--- config.mk ---
export PLATFORM = sky130hd
export DESIGN_NAME = cpc_path_config
export DESIGN_NICKNAME = d
export VERILOG_FILES = /design/src/cpc_pkg.sv /design/src/cpc_path_config.sv
export SDC_FILE = /design/constraint.sdc
export NUM_CORES = 1
export LEC_CHECK = 0
export BUFFER_PORTS_ARGS = -buffer_cell sky130_fd_sc_hd__buf_2
export CORE_MARGIN = 4
export CORE_UTILIZATION = 35
export CTS_BUF_LIST = sky130_fd_sc_hd__clkbuf_8
export CTS_CLUSTER_DIAMETER = 40
export CTS_CLUSTER_SIZE = 40
export DETAILED_ROUTE_END_ITERATION = 7
export SYNTH_ARGS = -nofsm -noshare
export SYNTH_HDL_FRONTEND = slang
export SYNTH_SLANG_ARGS = --single-unit
--- constraint.sdc ---
create_clock -name clk_i -period 3.7 [get_ports clk_i]
set_input_delay 0.185 -clock clk_i [delete_from_list [all_inputs] [get_ports clk_i]]
set_output_delay 0.185 -clock clk_i [all_outputs]
set_load 0.1 [all_outputs]
--- src/cpc_pkg.sv ---
// cpc_pkg: constants and carrier types of the codec path configuration bank
package cpc_pkg;

	// ----------------------------------------------------------------
	// register indexes (byte address is four times the index)
	// ----------------------------------------------------------------
	localparam logic [3:0] IDX_POWER = 4'h2;
	localparam logic [3:0] IDX_DAC = 4'h3;
	localparam logic [3:0] IDX_ADC = 4'h4;
	localparam logic [3:0] IDX_MCLK = 4'h5;
	localparam logic [3:0] IDX_ROUTE = 4'h6;
	localparam logic [3:0] IDX_RGAIN = 4'h7;
	localparam logic [3:0] IDX_LGAIN = 4'h8;
	localparam logic [3:0] IDX_AIN = 4'h9;
	localparam logic [3:0] IDX_LVOL = 4'ha;
	localparam logic [3:0] IDX_RVOL = 4'hb;
	localparam logic [3:0] IDX_DAC2 = 4'hc;

	// ----------------------------------------------------------------
	// field positions
	// ----------------------------------------------------------------
	localparam int FREEZE_BIT = 7;
	localparam int DEEMPHASIS_ENABLE_BIT = 1;
	localparam int RATE_MSB = 7;
	localparam int RATE_LSB = 6;
	localparam int FORMAT_BIT = 4;
	localparam int SILENCE_BIT = 2;
	localparam int HOLD_BIT = 1;
	localparam int MASTER_BIT = 0;
	localparam int MCLK_MSB = 6;
	localparam int MCLK_LSB = 4;
	localparam int SOURCE_BIT = 7;
	localparam int LOOP_BIT = 1;
	localparam int GAIN_RAMP_BIT = 4;
	localparam int GAIN_ZC_BIT = 3;
	localparam int LINE_BIT = 0;
	localparam int VOL_RAMP_BIT = 7;
	localparam int VOL_ZC_BIT = 6;

	// ----------------------------------------------------------------
	// values after reset, counts
	// ----------------------------------------------------------------
	localparam logic [7:0] RST_AIN = 8'h19;
	localparam logic [7:0] RST_DAC2 = 8'hc0;
	localparam logic [9:0] ZC_TIMEOUT_FRAMES = 10'h200;

	typedef enum logic [1:0] {
		CPC_RATE_SINGLE = 2'b00,
		CPC_RATE_DOUBLE = 2'b01,
		CPC_RATE_QUAD = 2'b10,
		CPC_RATE_RSVD = 2'b11
	} cpc_rate_t;

	typedef struct packed {
		logic cyc;
		logic stb;
		logic we;
		logic [3:0] sel;
		logic [31:0] adr;
		logic [31:0] dat;
	} cpc_wb_req_t;

	typedef struct packed {
		logic ack;
		logic [31:0] dat;
	} cpc_wb_rsp_t;

	typedef struct packed {
		logic [9:0] level;
		logic [9:0] wait_cnt;
	} cpc_chan_t;

	typedef struct packed {
		logic [1:0] rate_range;
		logic deemphasis_active;
		logic capture_serial_format;
		logic capture_silence;
		logic offset_filter_hold;
		logic master_mode;
		logic [2:0] mclk_divide;
		logic playback_source_select;
		logic loopback;
		logic line_input;
		logic [3:0][9:0] level;
	} cpc_path_cfg_t;

	// writable bits of each register; zero marks an unmapped index
	function automatic logic [7:0] reg_mask(input logic [3:0] idx);
		logic [7:0] m;
		m = 8'h00;
		unique case (idx)
			IDX_POWER: m = 8'h80;
			IDX_DAC: m = 8'h02;
			IDX_ADC: m = 8'hd7;
			IDX_MCLK: m = 8'h70;
			IDX_ROUTE: m = 8'h82;
			IDX_RGAIN, IDX_LGAIN: m = 8'h3f;
			IDX_AIN: m = 8'h19;
			IDX_LVOL, IDX_RVOL: m = 8'hff;
			IDX_DAC2: m = 8'hc0;
			default: m = 8'h00;
		endcase
		return m;
	endfunction : reg_mask

endpackage : cpc_pkg

--- src/cpc_path_config.sv ---
// cpc_path_config: codec path configuration register bank with level engines
//
// Overview of operation
// - de-emphasis bit set gives 50/15 us response for 44.1 kHz; clear disables.
// - de-emphasis acts only while single-speed rate range is selected.
// - rate range field bits 7:6: single, double, quad speed; code 11 reserved.
// - capture format bit 4: 0 left-justified, 1 I2S, both up to 24 bits.
// - capture silence bit 2 mutes serial output of both capture channels.
// - offset filter hold bit freezes DC estimate and keeps subtracting it.
// - bit 0 set makes the serial port master, clear makes it slave.
// - master clock divider bits 6:4 select divide by 1, 1.5, 2, 3, 4.
// - playback source bit 7 picks first or second serial data input.
// - loopback bit routes capture data internally to playback input.
// - six-bit gain codes are two's complement in 0.5 dB units.
// - soft ramp steps 1/8 dB each frame period, 1 dB per 8 frames.
// - zero cross applies change on crossing, forced after 512 frames.
// - zero crossing and pending changes are handled per channel.
// - ramp plus zero cross: each 1/8 dB step waits for crossing or timeout.
// - gain mode bits 4:3: immediate, zero cross, ramp, both (default).
// - input select bit 0: 0 microphone level, 1 line level.
// - volume bit 0 adds 0.5 dB, bits 7:1 add whole dB of attenuation.
// - volume changes follow the volume ramp and zero cross bits.
// - while freeze is set, silence, gain and volume writes stay pending.
`timescale 1ns/1ps

module cpc_path_config (
	input wire logic clk_i,
	input wire logic rst_i,
	input cpc_pkg::cpc_wb_req_t wb_i,
	output cpc_pkg::cpc_wb_rsp_t wb_o,
	input wire logic frame_tick_i,
	input wire logic [3:0] zero_cross_i,
	output cpc_pkg::cpc_path_cfg_t cfg_o
);

	// ----------------------------------------------------------------
	// state
	// ----------------------------------------------------------------
	// channels: 0 left gain, 1 right gain, 2 left volume, 3 right volume
	typedef struct packed {
		logic [15:0][7:0] regs;
		logic live_silence;
		logic [3:0][7:0] live;
		cpc_pkg::cpc_chan_t [3:0] chan;
		logic ack;
		logic [31:0] rdat;
		cpc_pkg::cpc_path_cfg_t cfg;
	} cpc_state_t;

	cpc_state_t s;
	cpc_state_t next_s;
	logic [3:0][9:0] target;
	logic hit;
	logic mapped;
	logic [3:0] idx;

	function automatic cpc_state_t reset_state();
		cpc_state_t r;
		r = '0;
		r.regs[cpc_pkg::IDX_AIN] = cpc_pkg::RST_AIN;
		r.regs[cpc_pkg::IDX_DAC2] = cpc_pkg::RST_DAC2;
		r.cfg.line_input = 1'b1;
		return r;
	endfunction : reset_state

	// ----------------------------------------------------------------
	// bus decode
	// ----------------------------------------------------------------
	always_comb begin
		idx = wb_i.adr[5:2];
		hit = wb_i.cyc & wb_i.stb & ~s.ack;
		mapped = (wb_i.adr[31:6] == 26'h000_0000) && (wb_i.adr[1:0] == 2'b00)
			&& (cpc_pkg::reg_mask(idx) != 8'h00);
	end

	// ----------------------------------------------------------------
	// level targets in 1/8 dB units
	// ----------------------------------------------------------------
	always_comb begin
		// gain: signed half-dB code times four
		target[0] = {{2{s.live[0][5]}}, s.live[0][5:0], 2'b00};
		target[1] = {{2{s.live[1][5]}}, s.live[1][5:0], 2'b00};
		// volume: attenuation, half-dB code times four
		target[2] = {s.live[2], 2'b00};
		target[3] = {s.live[3], 2'b00};
	end

	// ----------------------------------------------------------------
	// next state
	// ----------------------------------------------------------------
	always_comb begin
		logic [9:0] lvl;
		logic [9:0] stepped;
		logic [9:0] nxt;
		logic ramp;
		logic zc;
		logic up;
		lvl = 10'h000;
		stepped = 10'h000;
		nxt = 10'h000;
		ramp = 1'b0;
		zc = 1'b0;
		up = 1'b0;
		next_s = s;

		// single-cycle answer; unmapped reads zero and drops writes
		next_s.ack = hit;
		next_s.rdat = 32'h0000_0000;
		if (hit && mapped) begin
			next_s.rdat = {24'h00_0000, s.regs[idx]};
			if (wb_i.we && wb_i.sel[0]) begin
				next_s.regs[idx] = wb_i.dat[7:0] & cpc_pkg::reg_mask(idx);
			end
		end

		// freeze-able fields move to live copies only while freeze is clear
		if (!s.regs[cpc_pkg::IDX_POWER][cpc_pkg::FREEZE_BIT]) begin
			next_s.live_silence = s.regs[cpc_pkg::IDX_ADC][cpc_pkg::SILENCE_BIT];
			next_s.live[0] = s.regs[cpc_pkg::IDX_LGAIN];
			next_s.live[1] = s.regs[cpc_pkg::IDX_RGAIN];
			next_s.live[2] = s.regs[cpc_pkg::IDX_LVOL];
			next_s.live[3] = s.regs[cpc_pkg::IDX_RVOL];
		end

		// independent engine per channel
		for (int c = 0; c < 4; c++) begin
			lvl = s.chan[c].level;
			if (c < 2) begin
				ramp = s.regs[cpc_pkg::IDX_AIN][cpc_pkg::GAIN_RAMP_BIT];
				zc = s.regs[cpc_pkg::IDX_AIN][cpc_pkg::GAIN_ZC_BIT];
				up = $signed(target[c]) > $signed(lvl);
			end else begin
				ramp = s.regs[cpc_pkg::IDX_DAC2][cpc_pkg::VOL_RAMP_BIT];
				zc = s.regs[cpc_pkg::IDX_DAC2][cpc_pkg::VOL_ZC_BIT];
				up = target[c] > lvl;
			end
			stepped = up ? lvl + 10'h001 : lvl - 10'h001;
			nxt = ramp ? stepped : target[c];
			if (lvl == target[c]) begin
				next_s.chan[c].wait_cnt = 10'h000;
			end else if (zc) begin
				// each change or each step waits for its own crossing
				if (zero_cross_i[c] || s.chan[c].wait_cnt == cpc_pkg::ZC_TIMEOUT_FRAMES) begin
					next_s.chan[c].level = nxt;
					next_s.chan[c].wait_cnt = 10'h000;
				end else if (frame_tick_i) begin
					next_s.chan[c].wait_cnt = s.chan[c].wait_cnt + 10'h001;
				end
			end else if (!ramp || frame_tick_i) begin
				next_s.chan[c].level = nxt;
			end
		end

		// outputs, all held in flops
		next_s.cfg.rate_range = s.regs[cpc_pkg::IDX_ADC][cpc_pkg::RATE_MSB:cpc_pkg::RATE_LSB];
		next_s.cfg.deemphasis_active = s.regs[cpc_pkg::IDX_DAC][cpc_pkg::DEEMPHASIS_ENABLE_BIT]
			&& (s.regs[cpc_pkg::IDX_ADC][cpc_pkg::RATE_MSB:cpc_pkg::RATE_LSB]
			== cpc_pkg::CPC_RATE_SINGLE);
		next_s.cfg.capture_serial_format = s.regs[cpc_pkg::IDX_ADC][cpc_pkg::FORMAT_BIT];
		next_s.cfg.capture_silence = s.live_silence;
		next_s.cfg.offset_filter_hold = s.regs[cpc_pkg::IDX_ADC][cpc_pkg::HOLD_BIT];
		next_s.cfg.master_mode = s.regs[cpc_pkg::IDX_ADC][cpc_pkg::MASTER_BIT];
		// reserved divider codes pass through; the clock tree decides
		next_s.cfg.mclk_divide = s.regs[cpc_pkg::IDX_MCLK][cpc_pkg::MCLK_MSB:cpc_pkg::MCLK_LSB];
		next_s.cfg.playback_source_select = s.regs[cpc_pkg::IDX_ROUTE][cpc_pkg::SOURCE_BIT];
		next_s.cfg.loopback = s.regs[cpc_pkg::IDX_ROUTE][cpc_pkg::LOOP_BIT];
		next_s.cfg.line_input = s.regs[cpc_pkg::IDX_AIN][cpc_pkg::LINE_BIT];
		for (int c = 0; c < 4; c++) begin
			next_s.cfg.level[c] = next_s.chan[c].level;
		end
	end

	always_ff @(posedge clk_i) begin
		if (rst_i) begin
			s <= reset_state();
		end else begin
			s <= next_s;
		end
	end

	assign wb_o.ack = s.ack;
	assign wb_o.dat = s.rdat;
	assign cfg_o = s.cfg;
endmodule : cpc_path_config

=== Yosys cells after proc, flatten, opt, wreduce, memory -nomap -nowiden ===
Memories as Yosys holds them, arrays and structs flattened.
Cells that the tools add are included.

* Output and inout port bits: 86
* Register bits after elaboration: 283
* Memory bits (read-only): 256
* Input port bits: 78
* Logic and storage cells: 160
* Memories kept: 2

* Reductions and logical operators: 38
* Magnitude comparators: 6
* Add/sub/neg operators: 12
* Equality and inequality tests: 12
* Bitwise operators: 9
* Muxes and demuxes: 39

{| class="wikitable"
|+ Memories
! memory !! words !! width !! read ports !! clocked after memory_dff !! wr ports !! RTL line !! text
|-
| (no name shown) || 16 || 8 || 1 || 0 || 0 || cpc_pkg.sv:91 || <nowiki>unique case (idx)</nowiki>
|-
| (no name shown) || 16 || 8 || 1 || 0 || 0 || cpc_pkg.sv:91 ||
|}

{| class="wikitable"
|+ Operators with widths
! kind !! count
|-
| 10-bit two-way mux || 32
|-
| 128-bit bitwise mux || 1
|-
| 10-bit by 1-bit adder with 10-bit output, second input constant || 8
|-
| 10-bit equality test || 4
|-
| 10-bit equality test, second input constant || 4
|-
| 10-bit by 1-bit subtractor with 10-bit output, second input constant || 4
|-
| 8-bit binary-select mux with 4-bit select || 1
|-
| 8-bit demux with 4-bit select || 1
|-
| 8-bit two-way mux || 4
|-
| 26-bit zero test || 1
|-
| 10-bit > comparator || 2
|-
| 8-bit by 10-bit > comparator with 1-bit output || 2
|-
| 3-bit AND reduction || 4
|-
| 2-bit nonzero test || 6
|-
| 2-bit AND reduction || 5
|-
| 2-bit OR reduction || 5
|-
| 8-bit bitwise AND || 1
|-
| 2-bit by 1-bit inequality test with 1-bit output, second input constant || 4
|-
| 8-bit nonzero test || 1
|-
| 1-bit logical AND || 6
|-
| 1-bit logical OR || 6
|-
| 1-bit inverter || 6
|-
| 4-bit by 5-bit less-than comparator with 1-bit output, second input constant || 1
|-
| 4-bit by 1-bit greater-or-equal comparator with 1-bit output, second input constant || 1
|-
| 3 further kinds || 6
|}

=== Longest topological paths before layout ===
Gate-level depths: netlist (run 1).

* Depth in word-level cells: 7
* Gate-level depth with buffers: 15
* Gate-level depth less buffers: 15

=== Worst setup path before layout (run 1) ===
Ideal clock, no wire load.

* Kind: reg2reg
* Start: register cfg_o[37] (netlist name)
* End: register s, in the netlist cfg_o[39]
* Cell stages (with the launch flop): 15
* Clock period less this slack: 3,539 ps
* Setup time: 132 ps
* Required time: 3,568 ps
* Slack: 161 ps
* Arrival: 3,406 ps
* Path buffers: 0
* Cell sequence: dfxtp_1 inv_1 ha_1 a21o_1 a21oi_1 o22ai_1 o21bai_1 ha_1 a211oi_1 nor2_1 or4_1 a221oi_1 xnor2_1 mux2i_1 a21oi_1

{| class="wikitable"
|+ RTL lines
! item !! RTL line !! text
|-
| to (signal assigned) || cpc_path_config.sv:175 || <nowiki>s <= reset_state();</nowiki>
|-
| to (signal assigned) || cpc_path_config.sv:177 || <nowiki>s <= next_s;</nowiki>
|-
| to (decl) || cpc_path_config.sv:50 || <nowiki>cpc_state_t s;</nowiki>
|}

==> reports/results.md, run 1 <==
Clocking
* cts bufs inserted: 40
* latest clock arrival within the worst-skew pair: 590 ps
* clk root buf: clkbuf_8
* clock tree from TritonCTS: built
* number of levels in the clock H-tree: 2
* Bufs on Longest Clock Path: 3
* sink count of the clock tree: 259
* clock slew seen by the registers of the worst setup and hold paths: 80 ps
* Post-CTS Repair Setup Buffers: 0

Setup path
* Critical Path End Type: flop
* maximum net fanout on the critical path: 7
* kind of launch point of the worst setup path: flop
* worst endpoint data arrival time: 3880 ps
* worst endpoint required time: 4160 ps
* CP Class: reg -> reg

Power and ir drop
* power density relative to cell area: 691.3 nW/um2
* static power due to leakage: 6.211 nW
* Final Total Pwr: 0.01045 W
* Peak VDD IR: 0.2488 mV

Layout
* number of inserted filler cells in the final layout: 3799
* combined flip-flop and latch cell area: 5187 um2
* area used by multi-input combinational logic: 7342 um2
* number of standard cells in the final layout excluding fillers: 2068
* Nets: 1684
* Area Overhead vs Synth: 11.77%
* final core occ: 39.93%
* number of inserted diodes: 0
* fraction of final layout cells sized beyond drive strength 1: 18.30%

Timing
* count of final max-slew check failures: 0
* post-route fraction of the period consumed by the critical path: 92.58%
* Max-slew headroom: 37.28%
* clock skew after layout: 28.88 ps
* Post-Route Setup TNS: 0 ps
* number of setup violations in the final report: 0
* Period minus WS final: 3426 ps
* RSZ-0062 raised after global routing: no
* upper clock frequency limit: 0.2919 GHz
* number of hold violations in the final report: 0
* slew at the pin closest to its max-slew limit: 940.8 ps

Place
* cell total after placement: 1991
* port bufs: 112
* final HPWL from detailed placement: 24430 um
* gpl congestion: 0.8915

Synth
* Synth Cell Area: 13520 um2
* most frequent cell after synthesis: dfxtp_1
* adder-cell share of the synthesized area: 7.719%
* most numerous cell types in the synthesized netlist: 259 x dfxtp_1, 128 x nor2_1, 111 x nand2_1
* flop and latch count out of synthesis: 259
* main area contributors after synthesis: dfxtp_1 38%, ha_1 7.1%, mux4_2 6.8%
* asr flop ratio synth: 0%
* Yosys cell types: 65
* Yosys warning total: 0
* cells after synthesis: 1472
* largest area contributor in the netlist: dfxtp_1
* largest family of logic cells by synthesized area: simple AND/OR/NAND/NOR gates
* post-synthesis xor/xnor area fraction: 3.239%
* sequential cell area fraction in the yosys report: 38.35%
* simple-gate share of the synthesized area: 17.78%
* multiplexer fraction of the synthesized cell area: 11.81%
* fraction of the mapped netlist area in compound gates: 12.65%
* Mean Syn Cell Area: 9.184 um2
* proportion of netlist area held by the largest area contributor: 38.35%
* top flip-flop cell by instance count after synthesis: dfxtp_1
* number of flops mapped to enable cells by yosys: 0

Route
* DR WL/cell: 16.64 um
* detailed router's first-iteration violation count: 651
* first drt pass iteration count: 5
* DRT antenna net count: 0
* total via count in the routed design: 10.68k
* DR DRC count: 0
* number of vias per cell: 5.163
* aggregate routed wire length: 34420 um

Die
* Total Die Area: 41830 um2
* Core Box Area: 37840 um2
* die extent in x: 204.5 um
* Initial Utilization: 35.72%
* site row count: 71
* I/O pins: 164
* y dimension of the die: 204.5 um

GRT
* Overall Global Routing Usage: 16.03%
* antenna violations before repair: 2
* global-route wire length before repair: 54460 um
* largest net degree at the start of global routing: 68
* via count of the first global-routing pass: 10.40k
* global route overflow: 0

Job
* max-cap check violation count: 0

Outcome
* run status: completed

Worst hold path
* hold crit path type: in -> reg

==> final timing paths <==
kind / slack [ps] / startpoint / endpoint / depth (start not counted)
max: 270 / cfg_o[38]$_SDFFE_PP0P_ / cfg_o[39]$_SDFFE_PP0P_ / 14
min: 70 / rst_i / next_s[48]$_SDFFE_PP0N_ / 2
max reg2reg: 270 / cfg_o[38]$_SDFFE_PP0P_ / cfg_o[39]$_SDFFE_PP0P_ / 14
min reg2reg: 440 / wb_o[32]$_SDFF_PP0_ / wb_o[32]$_SDFF_PP0_ / 1
==> registers in the layout, indices dropped and copies added (netlist names) <==
register  flops
s           185
wb_o          9
next_s       12
cfg_o        53
==> what timing repair did <==
item / CTS / global route
endpoints found under the setup margin: 0 / 7
resized for setup: 0 / 12
hold endpoints to repair: 2 / 0
hold buffers: 3 / 0
==> metrics by stage <==
step / instance area [um2] / hold WS [ps] / setup slack [ps]
floorplan: 13610 / 303.0 / 161.5
global placement: 14100 / 431.8 / 210.8
detailed placement: 14100 / 436.1 / 114.7
CTS: 15060 / 44.85 / 89.60
global route: 15110 / 71.58 / 23.95
finish: 15110 / 73.27 / 274.5
==> kinds of logic (layout without fill, tap and decap cells) <==
kind of cell | count (synthesis) | after routing
other | 1 | 24
DFF | 259 | 259
xor gates and xnor gates | 50 | 50
buffers and inverters | 215 | 277
and+or+nand+nor | 482 | 482
AOI/OAI and AO/OA | 276 | 276
adders and majority gates | 81 | 81
muxes | 108 | 108
==> critical path: stages (launching register included) <==
cell,delay [ps]
dfxtp_1,370
inv_1,70
ha_1,300
nand4_1,150
nor4_2,270
o21bai_2,210
buf_4,210
ha_1,260
o21ai_0,100
nor2_1,110
or4_1,480
a221oi_1,310
xnor2_1,180
mux2i_1,200
a21oi_1,80
==> power by group <==
part | leakage [nW] | switching, W | internal [W]
registers | 2.10 | 0.000208 | 0.00297
clock network | 0.456 | 0.00143 | 0.00130
logic | 3.66 | 0.00304 | 0.00150
total | 6.21 | 0.00468 | 0.00577
==> per-layer routing <==
layer  vias to the layer above  share of wire [%]  GRT usage (%)  routed length, um
li1                       5231                  -              -                  -
met1                      5132                 46          21.67              15960
met2                       255                 46          25.98              15770
met3                        57                5.8          3.641               1998
met4                         2                2.0          4.307                686
met5                         -              0.020              0                  7
==> final cells by class <==
cell class                 instances  share of cell area, %
multi-input combinational       1021                  48.59
sequential                       259                  34.33
timing repair buffer             139                  5.117
tap                              511                  4.231
clock buffer                      44                  4.008
clock inverter                    30                  2.136
inverter                          64                  1.590
==> cells in the final DEF (no fill, tap or decap), types with 34 or more instances in the layout <==
cell and count:
nor2_1 128, mux4_2 41, nand2_1 111, dfxtp_1 257, mux2i_1 65, ha_1 76, inv_1 61, nand3_1 62
a21oi_1 97, o21ai_0 65, and2_1 34, clkbuf_8 44, buf_2 111
No activity file was read; power rests on OpenSTA's default activity.
==> run 2: changes to the inputs <==
Settings changed: CORE_ASPECT_RATIO set to 0.9, CTS_BUF_LIST sky130_fd_sc_hd__clkbuf_8 to sky130_fd_sc_hd__clkbuf_4.
==> run 2 against run 1 <==
  * Design area decreased by 0.26%
  * Sequential share of layout area increased by 0.088 points
  * Via count increased by 0.52%
  * First-iteration DRC count increased by 7.8%
  * Global-route usage about the same
==> reports/results.md, run 2 (synthesized netlist as in run 1, its figures left out) <==
Outcome
* run status: completed

Setup path
* reg-to-reg critical path startpoint: cfg_o[35]$_SDFFE_PP0P_
* maximum net fanout on the critical path: 4
* worst endpoint data arrival time: 4050 ps
* CP Class: reg -> reg
* crit-path max cell delay: 490 ps
* start point of the critical path: cfg_o[35]$_SDFFE_PP0P_
* Critical Path End Type: flop
* kind of launch point of the worst setup path: flop
* Max stage delay cell, worst path: or4_1
* cell-by-cell listing of the critical path: inv_1, ha_1, a21oi_1, o21a_1, o22ai_1, o21bai_2, ha_1, a211oi_1, nor2_1, or4_1, a221oi_1, xnor2_1, mux2i_1, a21oi_1
* worst endpoint required time: 4270 ps

GRT
* largest net degree at the start of global routing: 62
* antenna violations before repair: 2
* via count of the first global-routing pass: 10.52k
* Overall Global Routing Usage: 16.03%
* global-route wire length before repair: 55640 um
* global route overflow: 0

Place
* port bufs: 112
* gpl congestion: 0.8562
* final HPWL from detailed placement: 24920 um

Clocking
* number of levels in the clock H-tree: 2
* clock tree from TritonCTS: built
* cts bufs inserted: 43
* clock slew seen by the registers of the worst setup and hold paths: 120 ps
* Post-CTS Repair Setup Buffers: 0
* sink count of the clock tree: 259
* clk root buf: clkbuf_4
* latest clock arrival within the worst-skew pair: 720 ps
* Bufs on Longest Clock Path: 3

Route
* total via count in the routed design: 10.73k
* detailed router's first-iteration violation count: 702
* DR WL/cell: 16.69 um
* first drt pass iteration count: 4
* number of vias per cell: 5.175
* DR DRC count: 0
* DRT antenna net count: 0
* aggregate routed wire length: 34620 um

Layout
* number of inserted filler cells in the final layout: 3853
* most common cell after layout, fill and taps aside: dfxtp_1
* max FFs per register: 185
* top register by number of flip-flops: s
* fraction of final layout cells sized beyond drive strength 1: 18.76%
* area used by multi-input combinational logic: 7343 um2
* combined flip-flop and latch cell area: 5187 um2
* Area Overhead vs Synth: 11.49%
* Nets: 1708
* commonest cells after routing, fill and taps aside: 257 x dfxtp_1, 128 x nor2_1, 111 x nand2_1, 111 x buf_2, 97 x a21oi_1

Die
* y dimension of the die: 194.5 um
* Initial Utilization: 35.31%
* Total Die Area: 41840 um2
* site row count: 68
* I/O pins: 164
* die extent in x: 215.2 um
* Core Box Area: 38290 um2

Timing
* clock skew after layout: 60.21 ps
* number of setup violations in the final report: 0
* slew at the pin closest to its max-slew limit: 1112 ps
* upper clock frequency limit: 0.2868 GHz
* post-route fraction of the period consumed by the critical path: 94.24%
* Period minus WS final: 3487 ps
* Max-slew headroom: 25.79%
* post-route worst hold slack: 54.88 ps
* number of hold violations in the final report: 0
* count of final max-slew check failures: 0

Worst hold path
* launch instance of the worst min-delay path: rst_i
* hold crit path type: in -> reg

Power and ir drop
* Peak VDD IR: 0.3661 mV
* static power due to leakage: 6.236 nW
* power density relative to cell area: 669.2 nW/um2
* Final Total Pwr: 0.01009 W

Job
* max-cap check violation count: 0

[run 2: through the flow]
stage | cells | TNS (ps) | cell area, um2 | utilization [%] | worst slack, ps
after global routing | 2074 | -116.1 | 15070 | 39.37 | -57.02
after floorplan | 1495 | 0 | 13610 | - | 161.5
after CTS | 2073 | 0 | 15020 | 39.24 | 97.76
after global placement | 1980 | 0 | 14150 | 36.96 | 151.8
after detailed placement | 1980 | -27.85 | 14150 | 36.96 | -27.85
final | 2074 | 0 | 15070 | 39.37 | 213.1
[run 2: power by group]
group          total [W]  internal, W  switching, W
sequential       0.00317      0.00297      0.000200
clock            0.00234      0.00105       0.00129
combinational    0.00458      0.00152       0.00306
total             0.0101      0.00554       0.00455
[run 2: critical path: cells and delay by family (launching register included)]
| kind | cells | cell delay, ps |
|---|---|---|
| AOI/OAI and AO/OA | 7 | 1250 |
| and+or+nand+nor | 2 | 620 |
| adders and majority gates | 2 | 600 |
| DFF | 1 | 400 |
| xor gates and xnor gates | 1 | 210 |
| muxes | 1 | 210 |
| buffers and inverters | 1 | 60 |
[run 2: routing by layer]
| metal | wire length, um | global-route usage [%] | up-vias |
|---|---|---|---|
| met5 | 0 | 0 | - |
| met2 | 16390 | 27.13 | 260 |
| met1 | 15490 | 20.73 | 5117 |
| met4 | 882 | 5.081 | 0 |
| met3 | 1853 | 3.095 | 62 |
| li1 | - | - | 5294 |
[run 2: area by class of cell]
cell class | count | area share, %
multi-input cells | 1021 | 48.72
inverters | 64 | 1.594
clock buffers | 44 | 2.192
well taps | 490 | 4.068
clock inverters | 35 | 2.632
flip-flops and latches | 259 | 34.42
diodes | 1 | 0.01660
repair buffers | 160 | 6.359
[run 2: worst paths after layout]
| kind | endpoint | slack, ps | depth (start not counted) |
|---|---|---|---|
| setup / recovery | cfg_o[39]$_SDFFE_PP0P_ | 210 | 14 |
| hold / removal | s[166]$_SDFFE_PP0N_ | 50 | 3 |
| setup reg to reg | cfg_o[39]$_SDFFE_PP0P_ | 210 | 14 |
| hold reg to reg | cfg_o[50]$_SDFF_PP0_ | 440 | 1 |
[run 2: repair_timing]
action                                  CTS  global route
gates resized for setup                   1            10
endpoints found under the setup margin    1             6
hold buffers                             14             0
hold endpoints to repair                 15             0
pin swaps                                 0             0
cloned                                    0             0
